File: src/sps_regs.svh
// register offsets, field positions, reset values and timing counts of the serial port
// assumes a 32-bit apb bus, one aligned word per register
`ifndef SPS_REGS_SVH
`define SPS_REGS_SVH

// byte offsets
`define SPS_OFF_FMT      8'h00
`define SPS_OFF_TXH      8'h04
`define SPS_OFF_RXH      8'h08
`define SPS_OFF_CTRL     8'h0C
`define SPS_OFF_STATUS   8'h10
`define SPS_OFF_MASK     8'h14

// reset values
`define SPS_RST_FMT      8'h00
`define SPS_RST_TXH      8'hFF
`define SPS_RST_RXH      8'h00
`define SPS_RST_CTRL     8'h00
`define SPS_RST_MASK     8'h00

// control bits
`define SPS_CTRL_TXEN    0
`define SPS_CTRL_RXEN    1
`define SPS_CTRL_MPE     2
`define SPS_CTRL_STBY    3
`define SPS_CTRL_MPBTX   4

// status bits: bit 0 and 6 are levels, bits 5..1 sticky
`define SPS_ST_HEMPTY    0
`define SPS_ST_RXFULL    1
`define SPS_ST_FRAME     2
`define SPS_ST_PARITY    3
`define SPS_ST_OVERRUN   4
`define SPS_ST_TXEND     5
`define SPS_ST_RXMPB     6
`define SPS_STICKY       8'h3E

// prescaled ticks per bit and the tick at which a bit is sampled
`define SPS_SUB_LAST     4'hF
`define SPS_SUB_SAMPLE   4'h7
`define SPS_SCK_RISE     4'h8

// prescaler limits for codes 01, 10, 11
`define SPS_DIV4_LAST    6'h03
`define SPS_DIV16_LAST   6'h0F
`define SPS_DIV64_LAST   6'h3F

`endif

File: src/sps_pkg.sv
// types shared by the serial port files
// assumes sps_regs.svh for the numbers
package sps_pkg;

  // frame format mode register layout
  typedef struct packed {
    logic       sync;     // 1: clocked synchronous
    logic       chr;      // char_length_select, 1: seven bits
    logic       pe;       // parity_enable
    logic       odd;      // 1: odd parity
    logic       stop2;    // 1: two stop bits
    logic       mp;       // multiproc_format_select
    logic [1:0] cks;      // clock_select_hi, clock_select_lo
  } sps_fmt_t;

  // receiver states
  typedef enum logic [1:0] {
    SPS_RX_IDLE = 2'b01,
    SPS_RX_RUN  = 2'b10
  } sps_rx_st_t;

  // state of the whole port
  typedef struct packed {
    sps_fmt_t   fmt;
    logic [7:0] txh;
    logic [7:0] rxh;
    logic [7:0] ctrl;
    logic [7:0] mask;
    logic [7:0] sts;
    logic       hempty;
    logic       rx_mpb;
    logic       tx_busy;
    logic [3:0] tx_sub;
    logic [3:0] tx_cnt;
    logic [11:0] tx_sh;
    logic       txd;
    logic       sck;
    sps_rx_st_t rx_st;
    logic [3:0] rx_sub;
    logic [3:0] rx_cnt;
    logic [9:0] rx_sh;
    logic       pready;
    logic [31:0] prdata;
    logic       pslverr;
    logic       irq;
  } sps_state_t;

  // prescaler state
  typedef struct packed {
    logic [5:0] cnt;
    logic       tick;
  } sps_baud_t;

endpackage : sps_pkg

File: src/sps_baud_gen.sv
// baud prescaler: one-cycle tick at clock, /4, /16 or /64
// assumes one clock; code changes take effect at once, on the count in progress
`timescale 1ns/1ns
`default_nettype none
`include "sps_regs.svh"

module sps_baud_gen (
  // clock and reset
  input  wire logic       mclk_i,
  input  wire logic       rst_i,
  // control
  input  wire logic [1:0] cks_i,
  input  wire logic       run_i,
  // tick out
  output logic            tick_o
);

  sps_pkg::sps_baud_t s_r;
  sps_pkg::sps_baud_t s_nxt;
  logic [5:0]         last;

  // divider: code 00 ticks every cycle
  always_comb
  begin
    s_nxt = s_r;
    if (cks_i == 2'h1)
      last = `SPS_DIV4_LAST;
    else if (cks_i == 2'h2)
      last = `SPS_DIV16_LAST;
    else if (cks_i == 2'h3)
      last = `SPS_DIV64_LAST;
    else
      last = 6'h00;
    s_nxt.tick = 1'b0;
    if (!run_i)
      s_nxt.cnt = 6'h00;
    else if (s_r.cnt >= last)
    begin
      s_nxt.cnt  = 6'h00;
      s_nxt.tick = 1'b1;
    end
    else
      s_nxt.cnt = s_r.cnt + 6'h01;
  end

  always_ff @(posedge mclk_i or posedge rst_i)
  begin
    if (rst_i)
      s_r <= '0;
    else
      s_r <= s_nxt;
  end

  assign tick_o = s_r.tick;
endmodule : sps_baud_gen
`default_nettype wire

File: src/sps_top.sv
// serial port data path: shifters, holding registers, frame format mode, apb slave
// assumes apb3 master on mclk_i, rxd_i synchronous to mclk_i
//
// Decided for this implementation: register access over APB and the placing of the registers.
`timescale 1ns/1ns
`default_nettype none
`include "sps_regs.svh"

////////////////////////////////////////////////////////////////////////////////
module sps_top (
  // clock and reset
  input  wire logic        mclk_i,
  input  wire logic        rst_i,
  // apb slave
  input  wire logic [7:0]  paddr_i,
  input  wire logic        psel_i,
  input  wire logic        penable_i,
  input  wire logic        pwrite_i,
  input  wire logic [31:0] pwdata_i,
  output logic [31:0]      prdata_o,
  output logic             pready_o,
  output logic             pslverr_o,
  // serial line
  input  wire logic        rxd_i,
  output logic             txd_o,
  output logic             sck_o,
  output logic             sck_oe_o,
  // interrupt
  output logic             irq_o
);

  sps_pkg::sps_state_t s_r;
  sps_pkg::sps_state_t s_nxt;
  logic        tick;
  logic        acc;
  logic        wr;
  logic        rd;
  logic        sync;
  logic        seven;
  logic        mp_on;
  logic        par_on;
  logic        xtra;
  logic [3:0]  dn;
  logic [3:0]  rlen;
  logic [7:0]  td;
  logic        txb;
  logic [11:0] fr;
  logic [3:0]  flen;
  logic [7:0]  rd8;
  logic        rxb;
  logic        tx_done;
  logic        tx_load;
  logic        rx_load;
  logic [7:0]  set;
  logic [7:0]  clr;

  ////////////////////////////////////////////////////////////////////////////////
  // prescaler stops in standby so the bit timing restarts cleanly
  sps_baud_gen u_baud (
    .mclk_i (mclk_i),
    .rst_i  (rst_i),
    .cks_i  (s_r.fmt.cks),
    .run_i  (~s_r.ctrl[`SPS_CTRL_STBY]),
    .tick_o (tick)
  );

  ////////////////////////////////////////////////////////////////////////////////
  // format decode shared by both directions
  always_comb
  begin
    sync   = s_r.fmt.sync;
    seven  = ~sync & s_r.fmt.chr;
    mp_on  = ~sync & s_r.fmt.mp & s_r.ctrl[`SPS_CTRL_MPE];
    par_on = ~sync & s_r.fmt.pe & ~mp_on;
    xtra   = par_on | mp_on;
    dn     = seven ? 4'h7 : 4'h8;
    rlen   = dn + {3'h0, xtra} + 4'h1;
    td     = s_r.txh & {~seven, 7'h7F};
    // even parity makes total ones even, odd makes it odd
    txb    = mp_on ? s_r.ctrl[`SPS_CTRL_MPBTX] : ((^td) ^ s_r.fmt.odd);
  end

  // transmit frame image, lsb leaves first, unused tail stays idle high
  always_comb
  begin
    fr = 12'hFFF;
    if (sync)
    begin
      fr[7:0] = s_r.txh;
      flen    = 4'h8;
    end
    else
    begin
      fr[0] = 1'b0;
      for (int i = 0; i < 8; i++)
      begin
        if (4'(i) < dn)
          fr[i + 1] = td[i];
      end
      if (xtra)
        fr[dn + 4'h1] = txb;
      flen = rlen + 4'h1 + {3'h0, s_r.fmt.stop2};
    end
  end

  // received character, bit 7 forced low for seven-bit frames
  always_comb
  begin
    rd8 = s_r.rx_sh[7:0] & {~seven, 7'h7F};
    rxb = s_r.rx_sh[dn];
  end

  ////////////////////////////////////////////////////////////////////////////////
  // next state of the whole port
  always_comb
  begin
    s_nxt   = s_r;
    acc     = psel_i & penable_i & s_r.pready;
    wr      = acc & pwrite_i;
    rd      = acc & ~pwrite_i;
    set     = 8'h00;
    clr     = 8'h00;
    tx_done = 1'b0;
    tx_load = 1'b0;
    rx_load = 1'b0;

    // apb: one wait state, read data prepared while pready rises
    s_nxt.pready = psel_i & penable_i & ~s_r.pready;
    if (s_nxt.pready)
    begin
      s_nxt.pslverr = 1'b0;
      if (paddr_i == `SPS_OFF_FMT)
        s_nxt.prdata = {24'h000000, s_r.fmt};
      else if (paddr_i == `SPS_OFF_TXH)
        s_nxt.prdata = {24'h000000, s_r.txh};
      else if (paddr_i == `SPS_OFF_RXH)
        s_nxt.prdata = {24'h000000, s_r.rxh};
      else if (paddr_i == `SPS_OFF_CTRL)
        s_nxt.prdata = {24'h000000, s_r.ctrl};
      else if (paddr_i == `SPS_OFF_STATUS)
        s_nxt.prdata = {24'h000000, 1'b0, s_r.rx_mpb, s_r.sts[5:1], s_r.hempty};
      else if (paddr_i == `SPS_OFF_MASK)
        s_nxt.prdata = {24'h000000, s_r.mask};
      else
      begin
        // shifters have no address, so they fall here too
        s_nxt.prdata  = 32'h00000000;
        s_nxt.pslverr = 1'b1;
      end
    end
    else
    begin
      s_nxt.prdata  = 32'h00000000;
      s_nxt.pslverr = 1'b0;
    end
    if (rd && paddr_i == `SPS_OFF_STATUS)
      clr = `SPS_STICKY;

    // transmit shifter
    if (s_r.tx_busy && tick)
    begin
      s_nxt.tx_sub = s_r.tx_sub + 4'h1;
      if (sync && s_r.tx_sub == `SPS_SUB_SAMPLE)
        s_nxt.rx_sh[7:0] = {rxd_i, s_r.rx_sh[7:1]};
      if (s_r.tx_sub == `SPS_SUB_LAST)
      begin
        s_nxt.tx_sh  = {1'b1, s_r.tx_sh[11:1]};
        s_nxt.tx_cnt = s_r.tx_cnt - 4'h1;
        if (s_r.tx_cnt == 4'h1)
        begin
          tx_done       = 1'b1;
          s_nxt.tx_busy = 1'b0;
        end
      end
    end
    // sync receive rides on the transmit clock
    if (tx_done && sync && s_r.ctrl[`SPS_CTRL_RXEN])
    begin
      s_nxt.rxh = s_nxt.rx_sh[7:0];
      set[`SPS_ST_RXFULL]  = 1'b1;
      set[`SPS_ST_OVERRUN] = s_r.sts[`SPS_ST_RXFULL];
    end
    // no gap between characters when software refilled in time
    if ((~s_r.tx_busy | tx_done) && ~s_r.hempty && s_r.ctrl[`SPS_CTRL_TXEN])
    begin
      tx_load        = 1'b1;
      s_nxt.tx_busy  = 1'b1;
      s_nxt.tx_sh    = fr;
      s_nxt.tx_cnt   = flen;
      s_nxt.tx_sub   = 4'h0;
      s_nxt.hempty   = 1'b1;
    end
    else if (tx_done)
      set[`SPS_ST_TXEND] = 1'b1;

    // asynchronous receive shifter
    if (sync || !s_r.ctrl[`SPS_CTRL_RXEN])
      s_nxt.rx_st = sps_pkg::SPS_RX_IDLE;
    else
    begin
      case (s_r.rx_st)
        sps_pkg::SPS_RX_IDLE:
        begin
          // a low second stop bit lands here as a new start
          if (!rxd_i)
          begin
            s_nxt.rx_st  = sps_pkg::SPS_RX_RUN;
            s_nxt.rx_sub = 4'h0;
            s_nxt.rx_cnt = 4'h0;
          end
        end
        sps_pkg::SPS_RX_RUN:
        begin
          if (tick)
          begin
            s_nxt.rx_sub = s_r.rx_sub + 4'h1;
            if (s_r.rx_sub == `SPS_SUB_SAMPLE)
            begin
              if (s_r.rx_cnt == 4'h0)
              begin
                // high at mid start is a glitch, not a character
                if (rxd_i)
                  s_nxt.rx_st = sps_pkg::SPS_RX_IDLE;
                else
                  s_nxt.rx_cnt = 4'h1;
              end
              else if (s_r.rx_cnt == rlen)
              begin
                // first stop bit only; free the shifter now
                rx_load     = 1'b1;
                s_nxt.rx_st = sps_pkg::SPS_RX_IDLE;
                s_nxt.rxh   = rd8;
                s_nxt.rx_mpb = mp_on & rxb;
                set[`SPS_ST_RXFULL]  = 1'b1;
                set[`SPS_ST_OVERRUN] = s_r.sts[`SPS_ST_RXFULL];
                set[`SPS_ST_FRAME]   = ~rxd_i;
                set[`SPS_ST_PARITY]  = par_on & ((^rd8) ^ rxb ^ s_r.fmt.odd);
              end
              else
              begin
                s_nxt.rx_sh[s_r.rx_cnt - 4'h1] = rxd_i;
                s_nxt.rx_cnt = s_r.rx_cnt + 4'h1;
              end
            end
          end
        end
        default:
          s_nxt.rx_st = sps_pkg::SPS_RX_IDLE;
      endcase
    end

    // register writes; receive holding has no write path
    if (wr)
    begin
      if (paddr_i == `SPS_OFF_FMT)
        s_nxt.fmt = sps_pkg::sps_fmt_t'(pwdata_i[7:0]);
      else if (paddr_i == `SPS_OFF_TXH)
      begin
        s_nxt.txh    = pwdata_i[7:0];
        s_nxt.hempty = 1'b0;
      end
      else if (paddr_i == `SPS_OFF_CTRL)
        s_nxt.ctrl = pwdata_i[7:0];
      else if (paddr_i == `SPS_OFF_MASK)
        s_nxt.mask = pwdata_i[7:0];
    end

    // sticky status: an event in the clearing cycle survives
    s_nxt.sts = (s_r.sts & ~clr) | (set & `SPS_STICKY);

    // standby holds the data path in its reset values
    if (s_nxt.ctrl[`SPS_CTRL_STBY])
    begin
      s_nxt.fmt     = sps_pkg::sps_fmt_t'(`SPS_RST_FMT);
      s_nxt.txh     = `SPS_RST_TXH;
      s_nxt.rxh     = `SPS_RST_RXH;
      s_nxt.hempty  = 1'b1;
      s_nxt.tx_busy = 1'b0;
      s_nxt.rx_st   = sps_pkg::SPS_RX_IDLE;
    end

    // line outputs; sync clock low in the first half of each bit
    s_nxt.txd = s_nxt.tx_busy ? s_nxt.tx_sh[0] : 1'b1;
    s_nxt.sck = ~(s_nxt.tx_busy & s_nxt.fmt.sync & (s_nxt.tx_sub < `SPS_SCK_RISE));
    s_nxt.irq = (|(s_nxt.sts & s_nxt.mask)) | (s_nxt.mask[`SPS_ST_HEMPTY] & s_nxt.hempty);
  end

  ////////////////////////////////////////////////////////////////////////////////
  // state register
  always_ff @(posedge mclk_i or posedge rst_i)
  begin
    if (rst_i)
    begin
      s_r        <= '0;
      s_r.fmt    <= sps_pkg::sps_fmt_t'(`SPS_RST_FMT);
      s_r.txh    <= `SPS_RST_TXH;
      s_r.rxh    <= `SPS_RST_RXH;
      s_r.ctrl   <= `SPS_RST_CTRL;
      s_r.mask   <= `SPS_RST_MASK;
      s_r.hempty <= 1'b1;
      s_r.txd    <= 1'b1;
      s_r.sck    <= 1'b1;
      s_r.rx_st  <= sps_pkg::SPS_RX_IDLE;
    end
    else
      s_r <= s_nxt;
  end

  // outputs straight from the state flops
  assign prdata_o  = s_r.prdata;
  assign pready_o  = s_r.pready;
  assign pslverr_o = s_r.pslverr;
  assign txd_o     = s_r.txd;
  assign sck_o     = s_r.sck;
  assign sck_oe_o  = s_r.fmt.sync;
  assign irq_o     = s_r.irq;
endmodule : sps_top
`default_nettype wire

File: config.mk
export PLATFORM = sky130hd
export DESIGN_NAME = sps_top
export DESIGN_NICKNAME = d
export VERILOG_FILES = /design/src/sps_pkg.sv /design/src/sps_baud_gen.sv /design/src/sps_top.sv
export VERILOG_INCLUDE_DIRS = /design/src /design/src/src
export SDC_FILE = /design/constraint.sdc
export NUM_CORES = 1
export LEC_CHECK = 0
export BUFFER_PORTS_ARGS = -buffer_cell sky130_fd_sc_hd__buf_2
export CORE_MARGIN = 2
export CORE_UTILIZATION = 58
export CTS_CLUSTER_SIZE = 12
export DETAILED_ROUTE_END_ITERATION = 7
export PLACE_DENSITY = 0.84
export RECOVER_POWER = 50
export SETUP_SLACK_MARGIN = 0.2
export SYNTH_ARGS = -nofsm -noshare
export SYNTH_HDL_FRONTEND = slang
export SYNTH_SLANG_ARGS = --single-unit
export TNS_END_PERCENT = 50
File: constraint.sdc
create_clock -name mclk_i -period 5.2 [get_ports mclk_i]
set_input_delay 1.3 -clock mclk_i [delete_from_list [all_inputs] [get_ports mclk_i]]
set_output_delay 1.3 -clock mclk_i [all_outputs]
set_load 0.05 [all_outputs]
==> impl_metrics.env <==
export IMPL_status="finished, violations left"
export IMPL_violations="max-capacitance violations, max-slew violations"
export IMPL_post_place_ws_ns=1.63
export IMPL_p_int_mw=1.20
export IMPL_firstDrtPassIters=5
export IMPL_crit_type="reg -> reg"
export IMPL_core_area_um2=10400
export IMPL_nets=719
export IMPL_pin_count=84
export IMPL_totalWireLength_mm=13.8
export IMPL_dieArea_um2=11500
export IMPL_cts_tree="built"
export IMPL_clock_latency_ns=0.38
export IMPL_antenna_left=0
export IMPL_synth_mux_area_fraction=0.0648
export IMPL_max_freq_ghz=0.284
export IMPL_vias=4829
export IMPL_cts_buffer_depth=2
export IMPL_drt_iter0_drc=434
export IMPL_wl_per_cell_um=17.3
export IMPL_endpoint_kind="flop"
export IMPL_yosys_area_share_simple=0.183
export IMPL_async_flop_share=1.00
export IMPL_setup_slack_ns=1.68
export IMPL_drive_gt1_frac=0.129
export IMPL_grt_max_degree=77
export IMPL_die_width_um=107
export IMPL_slew_viol_final=77
export IMPL_synth_top_family_by_area="simple AND/OR/NAND/NOR gates"
export IMPL_crit_arrival_ns=3.79
export IMPL_slew_headroom=-1.20
export IMPL_fin_crit_sh=0.678
export IMPL_cts_setup_buffers=0
export IMPL_syn_area_um2=6190
export IMPL_drv_cap=1
export IMPL_reg2reg_slack_ns=1.68
export IMPL_synth_main_ff_cell="dfrtp_1"
export IMPL_required_ns=5.46
export IMPL_antenna_found_initial=0
export IMPL_pwr_share_comb=0.180
export IMPL_p_total_mw=1.75
export IMPL_synth_edf_count=0
export IMPL_dp_hpwl_mm=10.2
export IMPL_synth_compound_area_frac=0.164
export IMPL_vias_per_cell=6.07
export IMPL_grt_first_pass_wirelength_mm=22.7
export IMPL_synth_avg_cell_area_um2=9.68
export IMPL_cts_sinks=107
export IMPL_clkTransAtPathRegs_ns=0.10
export IMPL_grt_total_usage=0.253
export IMPL_synthAdderAreaFrac=0.0384
export IMPL_fp_dieH_um=107
export IMPL_cts_made_buffers=9
export IMPL_fin_setup_tns_ns=0
export IMPL_syn2layout_area_growth_pct=4.34
export IMPL_p_leak_nw=2.87
export IMPL_power_density_nw_per_um2=270
export IMPL_seqPwrFrac=0.556
export IMPL_antenna_cells=0
export IMPL_grt_pass1_vias=4582
export IMPL_worst_pin_slew_ns=3.28
export IMPL_remaining_drc_errors=0
export IMPL_synth_seq_cells=107
export IMPL_cp_max_fo=31
export IMPL_setup_violations=0
export IMPL_cp_start_kind="flop"
export IMPL_synthCells=640
export IMPL_rsz0062_at_grt="false"
export IMPL_initial_core_util=0.597
export IMPL_root_buffer="clkbuf_8"
export IMPL_ctsResizeCount=0
export IMPL_io_buffers=35
export IMPL_synth_distinct_cells=76
export IMPL_yosysSeqAreaShare=0.435
export IMPL_crit_start="sck_oe_o$_DFF_PP0_"
export IMPL_r2r_start="sck_oe_o$_DFF_PP0_"
export IMPL_place_gp_congestion=0.958
export IMPL_h_tree_depth=3
export IMPL_overflow=0
export IMPL_p_sw_mw=0.542
export IMPL_fp_row_count=37
export IMPL_fin_skew_ns=0.0129
export IMPL_worst_r2r_path_depth=9
export IMPL_synth_warnings=0
export IMPL_ir_drop_uv=166
export IMPL_synth_xor_area_share=0.0440
export IMPL_hold_path_class="reg -> reg"
export IMPL_switching_share=0.310
export IMPL_finalCriticalPeriod_ns=3.52
export IMPL_hold_buffers=0
export IMPL_hold_violations=0
export IMPL_pwr_share_clk=0.264
## layout make-up
| class | count | area, µm² |
|---|---|---|
| Inverter | 22 | 83.8 |
| Clock buffer | 12 | 145 |
| Multi-Input combinational cell | 474 | 3150 |
| Sequential cell | 107 | 2690 |
| Timing Repair Buffer | 40 | 198 |
| Clock inverter | 4 | 26.3 |
| Fill cell | 870 | 3910 |
| Tap cell | 136 | 170 |
## placed cells by master (no fill, tap or decap), drive strengths merged, types with 4 or more instances in the layout
cell type,n
a211oi,11
a21oi,29
a221oi,6
a22o,15
a22oi,6
a31oi,18
and2,6
and3,4
buf,32
clkbuf,20
conb,24
dfrtp,95
dfstp,12
ha,19
inv,22
mux2,17
mux2i,21
nand2,68
nand2b,7
nand3,21
nand3b,4
nand4,6
nor2,47
nor2b,15
nor3,10
nor4,4
o211ai,5
o21ai,37
or2,5
xnor2,16
xor2,10
## metal layers
layer | vias to the layer above | routed length (µm) | global-route usage
li1 | 2264 | - | -
met1 | 2343 | 5940 | 0.339
met2 | 195 | 6630 | 0.417
met3 | 27 | 941 | 0.0490
met4 | 0 | 257 | 0.0778
met5 | - | 0 | 0
## synthesized netlist by cell type (3+ instances only)
library cell,instances,area [µm²]
nand2_1,68,255
nand4_1,6,37.5
a211oi_1,11,82.6
dfstp_2,12,315
or3_1,3,18.8
a22o_1,15,131
nand3_1,19,95.1
dfrtp_1,95,2380
a22oi_1,6,45.0
a31oi_1,18,113
and2_1,5,31.3
o21ai_0,32,160
xnor2_1,16,140
buf_2,6,30.0
nor3b_1,3,22.5
and3_1,4,25.0
clkbuf_1,19,71.3
or2_2,3,18.8
mux2_1,9,101
o211ai_1,5,37.5
nand3b_1,4,30.0
nor3_1,7,35.0
inv_1,21,78.8
a21oi_1,28,140
o21ai_1,5,25.0
a21o_1,3,22.5
a221oi_1,6,52.6
mux2i_1,21,210
nor2_1,46,173
nor2b_1,15,93.8
xor2_1,10,87.6
buf_4,33,248
ha_1,19,238
nand2b_1,6,37.5
mux2_2,8,90.1
## power groups by stage
stage	sequential, mW	combinational, mW	clock [mW]
6_report	0.971	0.314	0.461
5_1_grt	0.980	0.356	0.504
4_1_cts	0.968	0.318	0.475
3_5_place_dp	0.983	0.316	0
3_3_place_gp	0.978	0.297	0
2_1_floorplan	0.980	0.248	0
## sequential cells by signal, indices dropped and copies added, names as in the netlist, named ones only
signal / cells
u_baud.tick_o: 1
sck_o: 1
sck_oe_o: 1
txd_o: 1
irq_o: 1
prdata_o: 8
pready_o: 1
u_baud.s_r: 6
s_r: 85
pslverr_o: 1
## logic make-up after synthesis
kind of cell / Yosys count
flip-flops: 107
AO/OA/AOI/OAI: 152
XOR/XNOR: 28
multiplexers: 38
adder cells (fa/ha/maj): 19
AND/OR/NAND/NOR: 213
other: 1
buffers and inverters: 82
## critical path, cell delays in order, from the launching register on
cell	delay, ns
dfrtp_1	0.36
clkbuf_1	0.96
nor2_1	0.19
ha_1	0.39
xnor2_1	0.17
a31oi_1	0.18
clkbuf_1	0.46
nand2_1	0.11
nor3_1	0.24
mux2_2	0.36
## worst min-delay path by stage
stage	start	end	slack, ns	cells after the start
after floorplan	s_r[68]$_DFFE_PP0P_	s_r[68]$_DFFE_PP0P_	0.44	1
after global placement	s_r[68]$_DFFE_PP0P_	s_r[68]$_DFFE_PP0P_	0.45	1
after detailed placement	s_r[78]$_DFFE_PP0P_	s_r[78]$_DFFE_PP0P_	0.49	2
after CTS	s_r[68]$_DFFE_PP0P_	s_r[67]$_DFFE_PP0P_	0.51	2
after global routing	s_r[68]$_DFFE_PP0P_	s_r[68]$_DFFE_PP0P_	0.51	1
final	s_r[68]$_DFFE_PP0P_	s_r[68]$_DFFE_PP0P_	0.50	1
## through the flow
| step | cells | hold WS [ns] | utilization | cell area [µm²] |
|---|---|---|---|---|
| after CTS | 795 | 0.507 | 0.625 | 6480 |
| final | 795 | 0.501 | 0.623 | 6460 |
| after detailed placement | 779 | 0.485 | 0.608 | 6310 |
| after global routing | 795 | 0.513 | 0.623 | 6460 |
| after global placement | 779 | 0.454 | 0.608 | 6310 |
| after floorplan | 663 | 0.439 | - | 6280 |
Note: power is estimated with default switching activity, not from simulation.
